## src/logic/measurement_mode_pkg.sv

```systemverilog
// Function
// - line-period measurement follows phase chosen by bits 1:0; code 11 reserved; resets 0
// - voltage and current peak detection follow phase chosen by bits 3:2; resets 0
// - voltage peak flag sets when selected phase voltage exceeds its threshold
// - current peak flag sets when selected phase current exceeds its threshold
// - bits 6:4 enable phases A, B, C for zero-crossing counting; reset 7
// - zero-crossing and period functions apply only to enabled phases
package measurement_mode_pkg;

  localparam int         ADDR_W              = 6;
  localparam int         DATA_W              = 8;
  localparam int         SAMPLE_W            = 16;
  localparam int         PHASES              = 3;

  localparam logic [5:0] MEASUREMENT_MODE_ADDR = 6'h0B;

  localparam int         PERIOD_SEL_LSB      = 0;
  localparam int         PEAK_SEL_LSB        = 2;
  localparam int         ZERO_CROSS_EN_LSB   = 4;
  localparam int         RESERVED_BIT        = 7;

  localparam logic [1:0] PERIOD_SEL_RESET    = 2'h0;
  localparam logic [1:0] PEAK_SEL_RESET      = 2'h0;
  localparam logic [2:0] ZERO_CROSS_EN_RESET = 3'h7;
  localparam logic [1:0] PHASE_SEL_RESERVED  = 2'h3;

  typedef struct packed {
    logic       reserved;
    logic [2:0] zero_cross_phase_enable;
    logic [1:0] peak_source_select;
    logic [1:0] period_source_select;
  } measurement_mode_t;

  typedef struct packed {
    logic [SAMPLE_W-1:0] voltage;
    logic [SAMPLE_W-1:0] current;
  } phase_sample_t;

  localparam measurement_mode_t MEASUREMENT_MODE_RESET = '{
    reserved:                1'b0,
    zero_cross_phase_enable: ZERO_CROSS_EN_RESET,
    peak_source_select:      PEAK_SEL_RESET,
    period_source_select:    PERIOD_SEL_RESET
  };

endpackage : measurement_mode_pkg

```

## src/logic/measurement_mode_select.sv

```systemverilog
`timescale 1ns/100ps
module measurement_mode_select
  import measurement_mode_pkg::*;
(
  // clock and reset
  input  wire logic                      clk_i,
  input  wire logic                      reset_i,
  // register port
  input  wire logic                      reg_wr_i,
  input  wire logic                      reg_rd_i,
  input  wire logic [ADDR_W-1:0]         reg_addr_i,
  input  wire logic [DATA_W-1:0]         reg_wdata_i,
  output logic      [DATA_W-1:0]         reg_rdata_o,
  // measurement datapath
  input  wire logic [PHASES-1:0]         zero_cross_i,
  input  wire phase_sample_t [PHASES-1:0] sample_i,
  input  wire logic [SAMPLE_W-1:0]       voltage_peak_threshold_i,
  input  wire logic [SAMPLE_W-1:0]       current_peak_threshold_i,
  // results
  output measurement_mode_t              measurement_mode_o,
  output logic                           period_zero_cross_o,
  output logic                           voltage_peak_flag_o,
  output logic                           current_peak_flag_o,
  output logic      [PHASES-1:0]         zero_cross_gated_o
);

  measurement_mode_t         mode;
  measurement_mode_t         next_mode;
  logic [DATA_W-1:0]         next_rdata;
  logic                      next_period_zc;
  logic                      next_v_peak;
  logic                      next_i_peak;
  logic [PHASES-1:0]         next_zc_gated;
  phase_sample_t             peak_sample;

  // true when the code names a phase
  function automatic logic phase_valid(input logic [1:0] code);
    phase_valid = (code != PHASE_SEL_RESERVED);
  endfunction : phase_valid

  // register write and read
  always_comb begin
    next_mode  = mode;
    next_rdata = '0;
    if (reg_wr_i && reg_addr_i == MEASUREMENT_MODE_ADDR) begin
      next_mode          = measurement_mode_t'(reg_wdata_i);
      next_mode.reserved = 1'b0;
    end
    if (reg_rd_i && reg_addr_i == MEASUREMENT_MODE_ADDR) begin
      next_rdata               = mode;
      next_rdata[RESERVED_BIT] = 1'b0;
    end
  end

  // phase routing and peak compare
  always_comb begin
    peak_sample    = '0;
    next_zc_gated  = zero_cross_i & mode.zero_cross_phase_enable;
    next_period_zc = 1'b0;
    if (phase_valid(mode.period_source_select)) begin
      next_period_zc = next_zc_gated[mode.period_source_select];
    end
    if (phase_valid(mode.peak_source_select)) begin
      peak_sample = sample_i[mode.peak_source_select];
    end
    next_v_peak = phase_valid(mode.peak_source_select)
                  && (peak_sample.voltage > voltage_peak_threshold_i);
    next_i_peak = phase_valid(mode.peak_source_select)
                  && (peak_sample.current > current_peak_threshold_i);
  end

  // register group
  always_ff @(posedge clk_i) begin
    if (reset_i) begin
      mode               <= MEASUREMENT_MODE_RESET;
      reg_rdata_o        <= '0;
      measurement_mode_o <= MEASUREMENT_MODE_RESET;
    end else begin
      mode               <= next_mode;
      reg_rdata_o        <= next_rdata;
      measurement_mode_o <= next_mode;
    end
  end

  // datapath group
  always_ff @(posedge clk_i) begin
    if (reset_i) begin
      period_zero_cross_o <= 1'b0;
      voltage_peak_flag_o <= 1'b0;
      current_peak_flag_o <= 1'b0;
      zero_cross_gated_o  <= '0;
    end else begin
      period_zero_cross_o <= next_period_zc;
      voltage_peak_flag_o <= next_v_peak;
      current_peak_flag_o <= next_i_peak;
      zero_cross_gated_o  <= next_zc_gated;
    end
  end

  property p_period_source;
    @(posedge clk_i) disable iff (reset_i)
      period_zero_cross_o |-> $past(phase_valid(mode.period_source_select))
        && $past(zero_cross_i[mode.period_source_select])
        && $past(mode.zero_cross_phase_enable[mode.period_source_select]);
  endproperty
  a_period_source: assert property (p_period_source)
    else $error("period event without a valid enabled source");

  property p_peak_reserved;
    @(posedge clk_i) disable iff (reset_i)
      (voltage_peak_flag_o || current_peak_flag_o)
        |-> $past(mode.peak_source_select) != PHASE_SEL_RESERVED;
  endproperty
  a_peak_reserved: assert property (p_peak_reserved)
    else $error("peak flag raised with reserved source");

  property p_voltage_peak;
    @(posedge clk_i) disable iff (reset_i)
      ##1 voltage_peak_flag_o == $past(phase_valid(mode.peak_source_select)
        && sample_i[mode.peak_source_select].voltage > voltage_peak_threshold_i);
  endproperty
  a_voltage_peak: assert property (p_voltage_peak)
    else $error("voltage peak flag disagrees with compare");

  property p_current_peak;
    @(posedge clk_i) disable iff (reset_i)
      ##1 current_peak_flag_o == $past(phase_valid(mode.peak_source_select)
        && sample_i[mode.peak_source_select].current > current_peak_threshold_i);
  endproperty
  a_current_peak: assert property (p_current_peak)
    else $error("current peak flag disagrees with compare");

  property p_reset_value;
    @(posedge clk_i)
      reset_i |=> measurement_mode_o == MEASUREMENT_MODE_RESET
        && reg_rdata_o == '0
        && zero_cross_gated_o == '0
        && !period_zero_cross_o
        && !voltage_peak_flag_o
        && !current_peak_flag_o;
  endproperty
  a_reset_value: assert property (p_reset_value)
    else $error("outputs not at reset value");

  property p_zero_cross_gate;
    @(posedge clk_i) disable iff (reset_i)
      ##1 zero_cross_gated_o == ($past(zero_cross_i) & $past(mode.zero_cross_phase_enable));
  endproperty
  a_zero_cross_gate: assert property (p_zero_cross_gate)
    else $error("zero crossing passed on a disabled phase");

  property p_reserved_zero;
    @(posedge clk_i) disable iff (reset_i)
      reg_rdata_o[RESERVED_BIT] == 1'b0 && measurement_mode_o.reserved == 1'b0;
  endproperty
  a_reserved_zero: assert property (p_reserved_zero)
    else $error("reserved bit reads as one");

  property p_write_readback;
    @(posedge clk_i) disable iff (reset_i)
      (reg_wr_i && reg_addr_i == MEASUREMENT_MODE_ADDR && !reg_rd_i)
        ##1 (reg_rd_i && reg_addr_i == MEASUREMENT_MODE_ADDR && !reg_wr_i)
        |=> reg_rdata_o[6:0] == $past(reg_wdata_i[6:0], 2);
  endproperty
  a_write_readback: assert property (p_write_readback)
    else $error("read back differs from written value");

  property p_write_update;
    @(posedge clk_i) disable iff (reset_i)
      reg_wr_i && reg_addr_i == MEASUREMENT_MODE_ADDR
        |=> measurement_mode_o == {1'b0, $past(reg_wdata_i[RESERVED_BIT-1:0])};
  endproperty
  a_write_update: assert property (p_write_update)
    else $error("write did not reach the mode register");

  property p_mode_hold;
    @(posedge clk_i) disable iff (reset_i)
      !(reg_wr_i && reg_addr_i == MEASUREMENT_MODE_ADDR)
        |=> $stable(measurement_mode_o);
  endproperty
  a_mode_hold: assert property (p_mode_hold)
    else $error("mode register changed without a write");

  property p_read_data;
    @(posedge clk_i) disable iff (reset_i)
      reg_rd_i && reg_addr_i == MEASUREMENT_MODE_ADDR
        |=> reg_rdata_o == {1'b0, $past(measurement_mode_o[RESERVED_BIT-1:0])};
  endproperty
  a_read_data: assert property (p_read_data)
    else $error("read data differs from mode register");

  property p_read_idle;
    @(posedge clk_i) disable iff (reset_i)
      !(reg_rd_i && reg_addr_i == MEASUREMENT_MODE_ADDR)
        |=> reg_rdata_o == '0;
  endproperty
  a_read_idle: assert property (p_read_idle)
    else $error("read data not zero without a read");

  property p_zero_cross_quiet;
    @(posedge clk_i) disable iff (reset_i)
      zero_cross_i == '0
        |=> zero_cross_gated_o == '0 && !period_zero_cross_o;
  endproperty
  a_zero_cross_quiet: assert property (p_zero_cross_quiet)
    else $error("zero crossing output without an input");

  property p_period_reserved;
    @(posedge clk_i) disable iff (reset_i)
      mode.period_source_select == PHASE_SEL_RESERVED
        |=> !period_zero_cross_o;
  endproperty
  a_period_reserved: assert property (p_period_reserved)
    else $error("period event from reserved source");

  property p_period_follow;
    @(posedge clk_i) disable iff (reset_i)
      phase_valid(mode.period_source_select)
        |=> period_zero_cross_o == zero_cross_gated_o[$past(mode.period_source_select)];
  endproperty
  a_period_follow: assert property (p_period_follow)
    else $error("period event not from the selected phase");

endmodule : measurement_mode_select

```

## config.mk

```make
export PLATFORM = sky130hd
export DESIGN_NAME = measurement_mode_select
export DESIGN_NICKNAME = d
export VERILOG_FILES = /design/src/logic/measurement_mode_pkg.sv /design/src/logic/measurement_mode_select.sv
export SDC_FILE = /design/constraint.sdc
export NUM_CORES = 1
export LEC_CHECK = 0
export ABC_AREA = 0
export BUFFER_PORTS_ARGS = -buffer_cell sky130_fd_sc_hd__buf_4
export CORE_UTILIZATION = 43
export CTS_CLUSTER_SIZE = 12
export DETAILED_ROUTE_END_ITERATION = 8
export PLACE_DENSITY = 0.9
export SLEW_MARGIN = 20
export SYNTH_ARGS = -nofsm -noshare
export SYNTH_HDL_FRONTEND = slang
export SYNTH_SLANG_ARGS = --single-unit
export TNS_END_PERCENT = 100
```

## constraint.sdc

```tcl
create_clock -name clk_i -period 4.8 [get_ports clk_i]
set_clock_uncertainty 0.15 [all_clocks]
set_input_delay 0.48 -clock clk_i [delete_from_list [all_inputs] [get_ports clk_i]]
set_output_delay 0.48 -clock clk_i [all_outputs]
set_load 0.005 [all_outputs]
```

* Yosys cells after proc, flatten, opt, wreduce, memory -nomap -nowiden
Cells that the tools add are included.
** Word-level totals
- Logic and storage cells :: 30
- Input bits :: 149
- Output and inout bits :: 22
- Flip-flop bits (word level) :: 21
** Cells by class
- Bitwise operators :: 3
- Reduce and logical (&&, ||, !) cells :: 6
- Order comparisons :: 4
- Mux-type cells :: 5
- Eq/ne operators :: 3
** Operator list (count)
- $bmux 32 s2 :: 1
- $mux 32 :: 2
- $gt 16x16->1 :: 2
- $eq 6x4->1 const B :: 1
- $lt 2x3->1 const B :: 2
- $logic_and 1x1->1 :: 4
- $ne 2x2->1 const B :: 2
- $reduce_or 2->1 :: 2
- $and 3x3->3 :: 1
- $bmux 1 s2 :: 1
- $not 1->1 :: 2
- $mux 1 :: 1

* Longest topological paths before layout
Gate-level depths: netlist of run 1.
- Depth after elaboration :: 5
- Gate-level depth with buffers :: 11
- Mapped depth without buffers :: 8

* Least setup slack after synthesis of run 1
Ideal clock, no wire load.
- Path type :: register to register
- From :: register mode[3] (netlist name)
- To :: register voltage_peak_flag_o
- Required time :: 4.528 ns
- Slack :: 2.143 ns
- Stages on the path, launching flop included :: 12
- Clock period less this slack :: 2.657 ns
- Buffers on the path :: 3
- Arrival time :: 2.385 ns
- Library setup time :: 0.122 ns
- Path through :: dfxtp_1 > buf_2 > nor2b_1 > clkbuf_1 > clkbuf_1 > nand2_1 > o21ai_0 > ha_1 > a41oi_1 > o21ai_0 > a221o_1 > o311a_1
** Between the ends
- Longest elaborated chain between the ends :: 5
- Elaborated cells between the ends (all ways) :: 6
- Classes of those cells :: 1 x order compare; 1 x eq/ne; 3 x mux; 1 x reduce/logical
** RTL lines
- start: declaration :: RTL line measurement_mode_select.sv:27 : measurement_mode_t mode;
- start signal: assignment :: RTL line measurement_mode_select.sv:79 : mode <= next_mode;
- $bmux 32 s2 :: RTL line measurement_mode_select.sv:64 : peak_sample = sample_i[mode.peak_source_select];
- $mux 32 (not written as such) :: RTL line measurement_mode_select.sv:64
- $mux 32 :: RTL line measurement_mode_select.sv:63 : if (phase_valid(mode.peak_source_select)) begin
- $gt 16x16->1 :: RTL line measurement_mode_select.sv:67 : && (peak_sample.voltage > voltage_peak_threshold_i);
- $logic_and 1x1->1 * :: RTL line measurement_mode_select.sv:67
- end signal: assignment :: RTL line measurement_mode_select.sv:94 : voltage_peak_flag_o <= next_v_peak;
- end: declaration :: RTL line measurement_mode_select.sv:22 : output logic voltage_peak_flag_o,
Mark *: on every way between the ends. The rest lies on a longest branch, timed or not. The select of a mux whose other input is x is not followed.
A chain may end at the register's enable or synchronous reset.

* Final worst setup path of run 1
- From :: register mode[2] (netlist name)
- To :: register current_peak_flag_o
** Between the ends
- Longest elaborated chain between the ends :: 5
- Elaborated cells between the ends (all ways) :: 6
- Classes of those cells :: 1 x order compare; 1 x eq/ne; 3 x mux; 1 x reduce/logical
** RTL lines
- $bmux 32 s2 :: RTL line measurement_mode_select.sv:64
- $mux 32 (not written as such) :: RTL line measurement_mode_select.sv:64
- $mux 32 :: RTL line measurement_mode_select.sv:63
- $gt 16x16->1 :: RTL line measurement_mode_select.sv:69 : && (peak_sample.current > current_peak_threshold_i);
- $logic_and 1x1->1 * :: RTL line measurement_mode_select.sv:69
- end signal: assignment :: RTL line measurement_mode_select.sv:95 : current_peak_flag_o <= next_i_peak;
- end: declaration :: RTL line measurement_mode_select.sv:23 : output logic current_peak_flag_o,
Marks and branches as above.

==> implementation parameters, run 1 <==
Parameter                              Value

Hold path
  Hold Crit Start    reg_wdata_i[0]
  Hold depth    3
  Type of the most critical hold path    input port to flop

Yosys
  Syn Area/Cell    7.485 sq um
  Number of flops mapped to enable cells by yosys    0
  Most used DFF post-synth    sky130_fd_sc_hd__dfxtp_1
  Post-Syn Instances    283
  Post-synthesis sequential area ratio    18.90%
  Post-Synthesis Cell Area    2118 sq um
  Synthesized flop and latch total    20
  Yosys warning total    0
  Number of library cell types mapped by synthesis    34
  Async set-reset flop share out of synthesis    0%

Floorplan
  Standard-cell row count    25
  Core box area    4723 sq um
  Chip Height    72.19 um
  Initial Utilization    44.85%
  X dimension of the die    72.19 um
  Num ports    171
  Overall die area    5211 sq um

Clock network
  TritonCTS clock tree    yes
  Count of instances resized after the clock tree is built    0
  Buffers inserted during post-CTS setup optimization    0
  Buffers from clock root to sink, at most    2
  Clock sinks    20
  Clock-pin slew on the worst setup and hold paths    0.07 ns
  Master cell of the clock root buffer    sky130_fd_sc_hd__clkbuf_8
  H-tree depth    1
  CTS hold repair buffers    0
  Clock latency on the worst-skew pair    0.25 ns
  CTS buffer count    3

Timing
  Transition time at the pin with the least slew margin    0.6377 ns
  Max-Slew Margin vs Limit    57.40%
  Setup TNS    0 ns
  Final Setup Violations    0
  Final hold slack    0.3096 ns
  Final setup margin    1.751 ns
  Final cycle utilization of the critical path    63.52%
  Post-layout min period    3.049 ns
  Count of final hold-check violations    0
  Pins over their slew limit    0
  Setup repair after global routing missed its margin    false
  Timing-limited maximum frequency    328.0 MHz

Layout
  Layout cells sized above 1    40.41%
  Count of placed standard cells in the final layout, fillers left out    510
  Leading cell types in the layout, fill and taps excluded    170 x sky130_fd_sc_hd__buf_4, 37 x sky130_fd_sc_hd__nand2_1, 36 x sky130_fd_sc_hd__mux2i_1, 34 x sky130_fd_sc_hd__inv_1, 34 x sky130_fd_sc_hd__o21ai_0
  Post-Layout Inst Area    3487 sq um
  Growth of design area from synthesis to finish    64.62%
  Utilization of the core after routing    73.83%
  Number of diodes added for antenna fixing    0
  Nets    625
  Most common library cell in the layout ignoring fill and taps    sky130_fd_sc_hd__buf_4
  Number of filler instances in the final layout    382

Critical path
  Data arrival time of the critical path    3.08 ns
  Worst Setup SP    mode[2]$_SDFFE_PP0P_
  Critical path peak fanout    21
  Worst setup SP type    flop
  Cell depth of the worst flop-to-flop path    8
  Beginning of the worst register-to-register path    mode[2]$_SDFFE_PP0P_
  Worst Setup Path Type    flop to flop
  Endpoint class of the critical path    flop
  Worst path required time    4.83 ns

Place
  Dpl cells    506
  Post-DP HPWL    5.594 mm
  Buffers on Ports    167
  Setup Slack @ Placement    1.757 ns
  Final Wtd Congestion    0.8002
  Dpl cell area    3416 sq um

Pwr
  Total power consumption of the routed design    517.2 uW
  P_leak    1.773 nW
  Largest voltage drop on the vdd net    0.09376 mV
  Power density over the cells    148.3 nW/um^2

Run status
  Result of the run    finished clean

Routing
  DR WL/cell    12.92 um
  First-pass DRT Iterations    6
  Number of routed nets with antenna violations    0
  Residual DRC    0
  Vias per Instance    5.004
  Via count    2552
  Initial DRC count    58
  Routed Wire Length    6.591 mm

Job
  Max_cap viols    0

GRT
  Initial antenna violation count    0
  Via count of the first global-routing pass    2484
  GRT Util Overall    24.31%
  Global-route wire length before repair    10.14 mm
  Pin count of the biggest net entering global routing    37
  Aggregate global routing overflow    0
logic make-up after synthesis:
logic type / after synthesis / synth area share, %
other: 1 / 0.1770
adders and majority gates: 32 / 18.90
buffers and inverters: 49 / 9.332
DFF: 20 / 18.90
muxes: 36 / 17.01
and+or+nand+nor: 82 / 18.67
AOI/OAI and AO/OA: 63 / 17.01
layer usage:
metal / part of all wire, % / track usage [%] / up-vias
met5: 0 / 0 / -
met4: 2.8 / 10.89 / 0
met3: 6.7 / 3.611 / 18
met2: 53 / 47.25 / 117
met1: 38 / 25.47 / 1122
li1: - / - / 1295
worst paths after layout:
kind	endpoint	slack, ns
worst min register to register	zero_cross_gated_o[0]$_SDFF_PP0_	0.36
worst max-delay path	current_peak_flag_o$_SDFF_PP0_	1.75
worst max register to register	current_peak_flag_o$_SDFF_PP0_	1.75
worst min-delay path	mode[0]$_SDFFE_PP0P_	0.31
synthesized netlist by cell type, types with 2 or more instances:
master                     instances  area [sq um]
sky130_fd_sc_hd__inv_1            34         127.6
sky130_fd_sc_hd__mux2i_1          36         360.4
sky130_fd_sc_hd__buf_4             2         15.01
sky130_fd_sc_hd__buf_2             5         25.02
sky130_fd_sc_hd__o211ai_1          2         15.01
sky130_fd_sc_hd__nand4_1           7         43.79
sky130_fd_sc_hd__nand2_1          37         138.9
sky130_fd_sc_hd__nor2_1           16         60.06
sky130_fd_sc_hd__dfxtp_1          20         400.4
sky130_fd_sc_hd__nor2b_1           3         18.77
sky130_fd_sc_hd__a21o_1            2         15.01
sky130_fd_sc_hd__nand3_1           4         20.02
sky130_fd_sc_hd__o21ai_0          34         170.2
sky130_fd_sc_hd__and2_1            7         43.79
sky130_fd_sc_hd__a211o_1           3         26.28
sky130_fd_sc_hd__ha_1             32         400.4
sky130_fd_sc_hd__clkbuf_1          8         30.03
sky130_fd_sc_hd__a21oi_1          15         75.07
sequential cells by signal, indices dropped and copies added, names as in the netlist:
signal / flops
mode: 7
reg_rdata_o: 7
zero_cross_gated_o: 3
current_peak_flag_o: 1
period_zero_cross_o: 1
voltage_peak_flag_o: 1
worst max-delay path, stage by stage, from the launching register on:
cell                      delay (ns)
sky130_fd_sc_hd__dfxtp_2        0.73
sky130_fd_sc_hd__buf_4          0.41
sky130_fd_sc_hd__mux2i_1        0.21
sky130_fd_sc_hd__o21ai_0        0.09
sky130_fd_sc_hd__ha_1           0.33
sky130_fd_sc_hd__nand4_1        0.14
sky130_fd_sc_hd__or4_1          0.58
sky130_fd_sc_hd__a21o_1         0.17
sky130_fd_sc_hd__a31oi_1        0.16
final cells by class:
type	instances	area, sq um	area share (%)
clock buffers	3	41.29	1.184
clock inverters	1	30.03	0.8611
inverters	34	127.6	3.660
multi-input cells	215	1526	43.77
flip-flops and latches	20	401.6	11.52
well taps	67	83.83	2.404
repair buffers	170	1276	36.60
power breakdown:
part           internal [mW]  switching [mW]  total [mW]
Combinational          0.117          0.0663       0.183
Clock                  0.111          0.0512       0.162
Sequential             0.170         0.00159       0.171
Total                  0.398           0.119       0.517
Power figures use the tool's default switching activity.
==> run 2: changes to the inputs <==
--- a/config.mk
+++ b/config.mk
@@ -7,10 +7,10 @@
 export LEC_CHECK = 0
 export ABC_AREA = 0
 export BUFFER_PORTS_ARGS = -buffer_cell sky130_fd_sc_hd__buf_4
-export CORE_UTILIZATION = 43
+export CORE_UTILIZATION = 36
 export CTS_CLUSTER_SIZE = 12
 export DETAILED_ROUTE_END_ITERATION = 8
-export PLACE_DENSITY = 0.9
+export PLACE_DENSITY = 0.81
 export SLEW_MARGIN = 20
 export SYNTH_ARGS = -nofsm -noshare
 export SYNTH_HDL_FRONTEND = slang
==> constraint.sdc (replaced) <==
create_clock -name clk_i -period 2.7 [get_ports clk_i]
set_clock_uncertainty 0.15 [all_clocks]
set_input_delay 0.27 -clock clk_i [delete_from_list [all_inputs] [get_ports clk_i]]
set_output_delay 0.27 -clock clk_i [all_outputs]
set_load 0.005 [all_outputs]
==> implementation parameters, run 2 (synthesized netlist as in run 1, its figures left out) <==
Parameter                              Value

Run status
  Result of the run    finished clean

Place
  Buffers on Ports    167
  Post-DP HPWL    5.942 mm
  Final Wtd Congestion    0.7753
  Dpl cells    516

Pwr
  P_leak    1.796 nW
  Power density over the cells    241.3 nW/um^2
  Largest voltage drop on the vdd net    0.2120 mV

Routing
  Routed Wire Length    6.813 mm
  Via count    2578
  Number of routed nets with antenna violations    0
  Initial DRC count    62
  DR WL/cell    13.10 um
  Residual DRC    0
  First-pass DRT Iterations    4
  Vias per Instance    4.958

Layout
  Leading cell types in the layout, fill and taps excluded    174 x sky130_fd_sc_hd__buf_4, 37 x sky130_fd_sc_hd__nand2_1, 36 x sky130_fd_sc_hd__mux2i_1, 34 x sky130_fd_sc_hd__inv_1, 34 x sky130_fd_sc_hd__o21ai_0
  Layout cells sized above 1    41.07%
  Count of placed standard cells in the final layout, fillers left out    520
  Most common library cell in the layout ignoring fill and taps    sky130_fd_sc_hd__buf_4
  Growth of design area from synthesis to finish    66.51%
  Number of diodes added for antenna fixing    0
  Nets    630
  Largest registers    mode x7, reg_rdata_o x7, zero_cross_gated_o x3
  Number of filler instances in the final layout    484

Clock network
  TritonCTS clock tree    yes
  Master cell of the clock root buffer    sky130_fd_sc_hd__clkbuf_8
  Count of instances resized after the clock tree is built    0
  Clock latency on the worst-skew pair    0.25 ns
  Clock-pin slew on the worst setup and hold paths    0.07 ns
  Clock sinks    20
  Buffers inserted during post-CTS setup optimization    0
  Buffers from clock root to sink, at most    2
  H-tree depth    1
  CTS buffer count    3
  CTS hold repair buffers    0

Timing
  Final Setup Violations    0
  Pins over their slew limit    0
  Final cycle utilization of the critical path    94.07%
  Timing-limited maximum frequency    393.7 MHz
  Count of final hold-check violations    0
  Transition time at the pin with the least slew margin    0.6552 ns
  Setup repair after global routing missed its margin    false
  Setup TNS    0 ns
  Post-layout min period    2.540 ns
  Max-Slew Margin vs Limit    56.23%

Job
  Max_cap viols    0

Floorplan
  Standard-cell row count    27
  X dimension of the die    78.71 um
  Overall die area    6194 sq um
  Num ports    171
  Initial Utilization    38.00%
  Chip Height    78.71 um
  Core box area    5574 sq um

GRT
  Via count of the first global-routing pass    2625
  GRT Util Overall    21.57%
  Pin count of the biggest net entering global routing    37
  Initial antenna violation count    0
  Aggregate global routing overflow    0
  Global-route wire length before repair    10.78 mm

Hold path
  Type of the most critical hold path    input port to flop

Critical path
  Data arrival time of the critical path    2.57 ns
  Worst Setup Path Type    flop to flop
  Critical path peak fanout    11
  Worst setup SP type    flop
  Worst path required time    2.73 ns
  Endpoint class of the critical path    flop
[run 2: cell count changes in the layout (fill, tap and decap cells not counted)]
cell and delta:
sky130_fd_sc_hd__clkbuf_8 +1, sky130_fd_sc_hd__buf_12 +1, sky130_fd_sc_hd__buf_4 +4, sky130_fd_sc_hd__bufinv_16 -1
[run 2: final cells by class]
cell class / instances / area, sq um / share of cell area [%]
Multi-Input combinational cell: 215 / 1526 / 43.28
Timing Repair Buffer: 175 / 1326 / 37.60
Sequential cell: 20 / 401.6 / 11.39
Inverter: 34 / 127.6 / 3.618
Tap cell: 72 / 90.09 / 2.554
Clock buffer: 4 / 55.05 / 1.561
[run 2: path summary, 6_finish.rpt]
check / startpoint / to / slack, ns / cells past startpoint
setup reg to reg: mode[2]$_SDFFE_PP0P_ / current_peak_flag_o$_SDFF_PP0_ / 0.16 / 8
hold / removal: reg_wdata_i[3] / mode[3]$_SDFFE_PP0P_ / 0.11 / 3
hold reg to reg: mode[4]$_SDFFE_PP1P_ / zero_cross_gated_o[0]$_SDFF_PP0_ / 0.35 / 2
setup / recovery: mode[2]$_SDFFE_PP0P_ / current_peak_flag_o$_SDFF_PP0_ / 0.16 / 8
[run 2: through the flow]
step                util [%]  hold WS [ns]  setup WS [ns]  instance area (sq um)  power [mW]
CTS                    63.28        0.1045         0.1205                   3527      0.8609
global route           63.28        0.1118       0.008157                   3527      0.9080
global placement       62.29        0.3400         0.2147                   3472      0.6255
floorplan                  -        0.2639        0.04327                   2122      0.4329
detailed placement     62.29        0.3375         0.1396                   3472      0.6375
finish                 63.28        0.1068         0.1601                   3527      0.8512
[run 2: routing by layer]
layer  vias up  wire [um]  GRT usage, %
met1      1154       2599         21.91
met2       113       3630         44.61
met5         -          0             0
li1       1303          -             -
met4         0         84         5.926
met3         8        498         2.989
[run 2: critical path, stage by stage, from the launching register on]
cell	delay, ns
sky130_fd_sc_hd__dfxtp_2	0.38
sky130_fd_sc_hd__buf_4	0.23
sky130_fd_sc_hd__mux2i_1	0.21
sky130_fd_sc_hd__o21ai_0	0.10
sky130_fd_sc_hd__ha_1	0.34
sky130_fd_sc_hd__nand4_1	0.15
sky130_fd_sc_hd__or4_1	0.58
sky130_fd_sc_hd__a21o_1	0.17
sky130_fd_sc_hd__a31oi_1	0.16
[run 2: where the power goes]
| group | switching (mW) | leakage (nW) | internal [mW] |
|---|---|---|---|
| clock | 0.0915 | 0.0288 | 0.130 |
| sequential | 0.00227 | 0.163 | 0.302 |
| combinational | 0.117 | 1.60 | 0.209 |
==> run 3: changes to the inputs <==
--- a/config.mk
+++ b/config.mk
@@ -7,10 +7,14 @@
 export LEC_CHECK = 0
 export ABC_AREA = 0
 export BUFFER_PORTS_ARGS = -buffer_cell sky130_fd_sc_hd__buf_4
-export CORE_UTILIZATION = 36
+export CELL_PAD_IN_SITES_DETAIL_PLACEMENT = 1
+export CELL_PAD_IN_SITES_GLOBAL_PLACEMENT = 2
+export CORE_UTILIZATION = 17
 export CTS_CLUSTER_SIZE = 12
 export DETAILED_ROUTE_END_ITERATION = 8
-export PLACE_DENSITY = 0.81
+export HOLD_SLACK_MARGIN = 0.15
+export MAX_ROUTING_LAYER = met4
+export PLACE_DENSITY = 0.79
 export SLEW_MARGIN = 20
 export SYNTH_ARGS = -nofsm -noshare
 export SYNTH_HDL_FRONTEND = slang
==> implementation parameters, run 3 (synthesized netlist as in run 1, its figures left out) <==
Parameter                              Value

Clock network
  Clock-pin slew on the worst setup and hold paths    0.06 ns
  Buffers from clock root to sink, at most    2
  CTS buffer count    3
  Clock sinks    20
  TritonCTS clock tree    yes
  Clock latency on the worst-skew pair    0.25 ns
  Master cell of the clock root buffer    sky130_fd_sc_hd__clkbuf_16
  H-tree depth    1

Floorplan
  Num ports    171
  Core box area    12060 sq um
  Standard-cell row count    40
  Chip Height    113.6 um
  Initial Utilization    17.56%
  X dimension of the die    113.6 um
  Overall die area    12910 sq um

Layout
  Post-Layout Inst Area    3761 sq um
  Growth of design area from synthesis to finish    77.55%
  Nets    637
  Largest registers    mode x7, reg_rdata_o x7, zero_cross_gated_o x3
  Multi-input gate area in the final layout    1526 sq um
  Number of filler instances in the final layout    1514
  Layout cells sized above 1    40.88%
  Area of all sequential standard cells    404.1 sq um
  Number of diodes added for antenna fixing    0
  Leading cell types in the layout, fill and taps excluded    175 x sky130_fd_sc_hd__buf_4, 37 x sky130_fd_sc_hd__nand2_1, 36 x sky130_fd_sc_hd__mux2i_1, 34 x sky130_fd_sc_hd__inv_1, 34 x sky130_fd_sc_hd__o21ai_0
  Most common library cell in the layout ignoring fill and taps    sky130_fd_sc_hd__buf_4

Place
  Final Wtd Congestion    0.7172
  Post-DP HPWL    7.071 mm
  Dpl cell area    3612 sq um
  Buffers on Ports    167

Timing
  Pins over their slew limit    0
  Count of final hold-check violations    0
  Setup TNS    0 ns
  Setup repair after global routing missed its margin    false
  Max-Slew Margin vs Limit    54.38%
  Post-layout min period    2.506 ns
  Timing-limited maximum frequency    399.0 MHz
  Transition time at the pin with the least slew margin    0.6828 ns
  Final cycle utilization of the critical path    92.83%
  Final Setup Violations    0

Routing
  DR WL/cell    13.09 um
  Routed Wire Length    8.152 mm
  First-pass DRT Iterations    3
  Via count    2559
  Initial DRC count    74
  Vias per Instance    4.108
  Residual DRC    0
  Number of routed nets with antenna violations    0

GRT
  Initial antenna violation count    0
  Global-route wire length before repair    12.94 mm
  Pin count of the biggest net entering global routing    30
  Aggregate global routing overflow    0
  Via count of the first global-routing pass    2736
  GRT Util Overall    13.02%

Critical path
  Critical path peak fanout    21
  Data arrival time of the critical path    2.49 ns
  Endpoint class of the critical path    flop
  Worst Setup Path Type    flop to flop
  Worst R2R Setup Slack    0.19 ns
  Worst path required time    2.69 ns
  Cell depth of the worst flop-to-flop path    9
  Worst setup SP type    flop
  Endpoint of the most critical register-to-register path    voltage_peak_flag_o$_SDFF_PP0_
  Beginning of the worst register-to-register path    mode[2]$_SDFFE_PP0P_

Hold path
  Hold depth    2
  Hold endpoint    zero_cross_gated_o[1]$_SDFF_PP0_
  Type of the most critical hold path    input port to flop
  Hold Crit Start    zero_cross_i[1]

Pwr
  P_leak    1.846 nW
  Net Sw Power    232.6 uW
  Relative contribution of combinational cells to total power    34.2%
  Largest voltage drop on the vdd net    0.2433 mV
  Switch share    23.91%
  P_int    740.1 uW
  Sequential power share    31.2%
  Clock group share of total power    34.6%
  Power density over the cells    258.6 nW/um^2

Job
  Max_cap viols    0

Run status
  Result of the run    finished clean
## run 3: cell count changes in the layout (fill, tap and decap cells not counted), sizes merged
cell / previous run / this run
dlygate4sd3: 0 / 5
buf: 175 / 177
## run 3: worst max path at each step
stage | startpoint | to | slack [ns] | cells past startpoint
floorplan | mode[3]$_SDFFE_PP0P_ | voltage_peak_flag_o$_SDFF_PP0_ | 0.04 | 11
global placement | mode[2]$_SDFFE_PP0P_ | current_peak_flag_o$_SDFF_PP0_ | 0.06 | 8
detailed placement | mode[2]$_SDFFE_PP0P_ | voltage_peak_flag_o$_SDFF_PP0_ | 0.03 | 8
CTS | mode[2]$_SDFFE_PP0P_ | current_peak_flag_o$_SDFF_PP0_ | 0.02 | 8
global route | mode[2]$_SDFFE_PP0P_ | voltage_peak_flag_o$_SDFF_PP0_ | 0.03 | 8
finish | mode[2]$_SDFFE_PP0P_ | voltage_peak_flag_o$_SDFF_PP0_ | 0.19 | 9
## run 3: final cells by class
| type | count | area share (%) |
|---|---|---|
| sequential | 20 | 10.75 |
| multi-input combinational | 215 | 40.59 |
| clock buffer | 4 | 2.362 |
| timing repair buffer | 182 | 37.33 |
| inverter | 34 | 3.393 |
| tap | 168 | 5.589 |
## run 3: power groups by stage
stage,sequential (mW),combinational (mW),clock (mW)
final,0.303,0.332,0.337
after floorplan,0.312,0.121,0
after CTS,0.305,0.339,0.340
after detailed placement,0.311,0.331,0
after global routing,0.304,0.376,0.360
after global placement,0.311,0.324,0
## run 3: per-stage QoR
step / hold slack [ns] / setup WS (ns) / std cells / total power [mW] / utilization (%)
2_1_floorplan: 0.2639 / 0.04327 / 284 / 0.4329 / -
3_3_place_gp: 0.3502 / 0.06122 / 613 / 0.6345 / 29.95
3_5_place_dp: 0.3577 / 0.03387 / 613 / 0.6423 / 29.95
4_1_cts: 0.1543 / 0.01659 / 622 / 0.9838 / 31.10
5_1_grt: 0.1716 / 0.03244 / 623 / 1.040 / 31.18
6_report: 0.1477 / 0.1937 / 623 / 0.9727 / 31.18
## run 3: timing repair
item	CTS	global route
endpoints found under the hold margin	5	0
endpoints found under the setup margin	0	2
gates resized for setup	0	1
hold buffers	5	0
buffers inserted	0	1
## run 3: critical path, stage by stage (launching register included)
cell,delay (ns)
sky130_fd_sc_hd__dfxtp_4,0.37
sky130_fd_sc_hd__nor2b_2,0.18
sky130_fd_sc_hd__buf_12,0.18
sky130_fd_sc_hd__nand2_1,0.06
sky130_fd_sc_hd__o21ai_0,0.08
sky130_fd_sc_hd__ha_1,0.28
sky130_fd_sc_hd__a41oi_1,0.21
sky130_fd_sc_hd__o21ai_0,0.17
sky130_fd_sc_hd__a221o_1,0.38
sky130_fd_sc_hd__o311a_1,0.33
## run 3: routing by layer
metal	share of wire [%]	track usage, %
met3	5.8	1.541
met5	0	-
met1	44	15.94
met2	49	23.21
met4	0.59	2.105
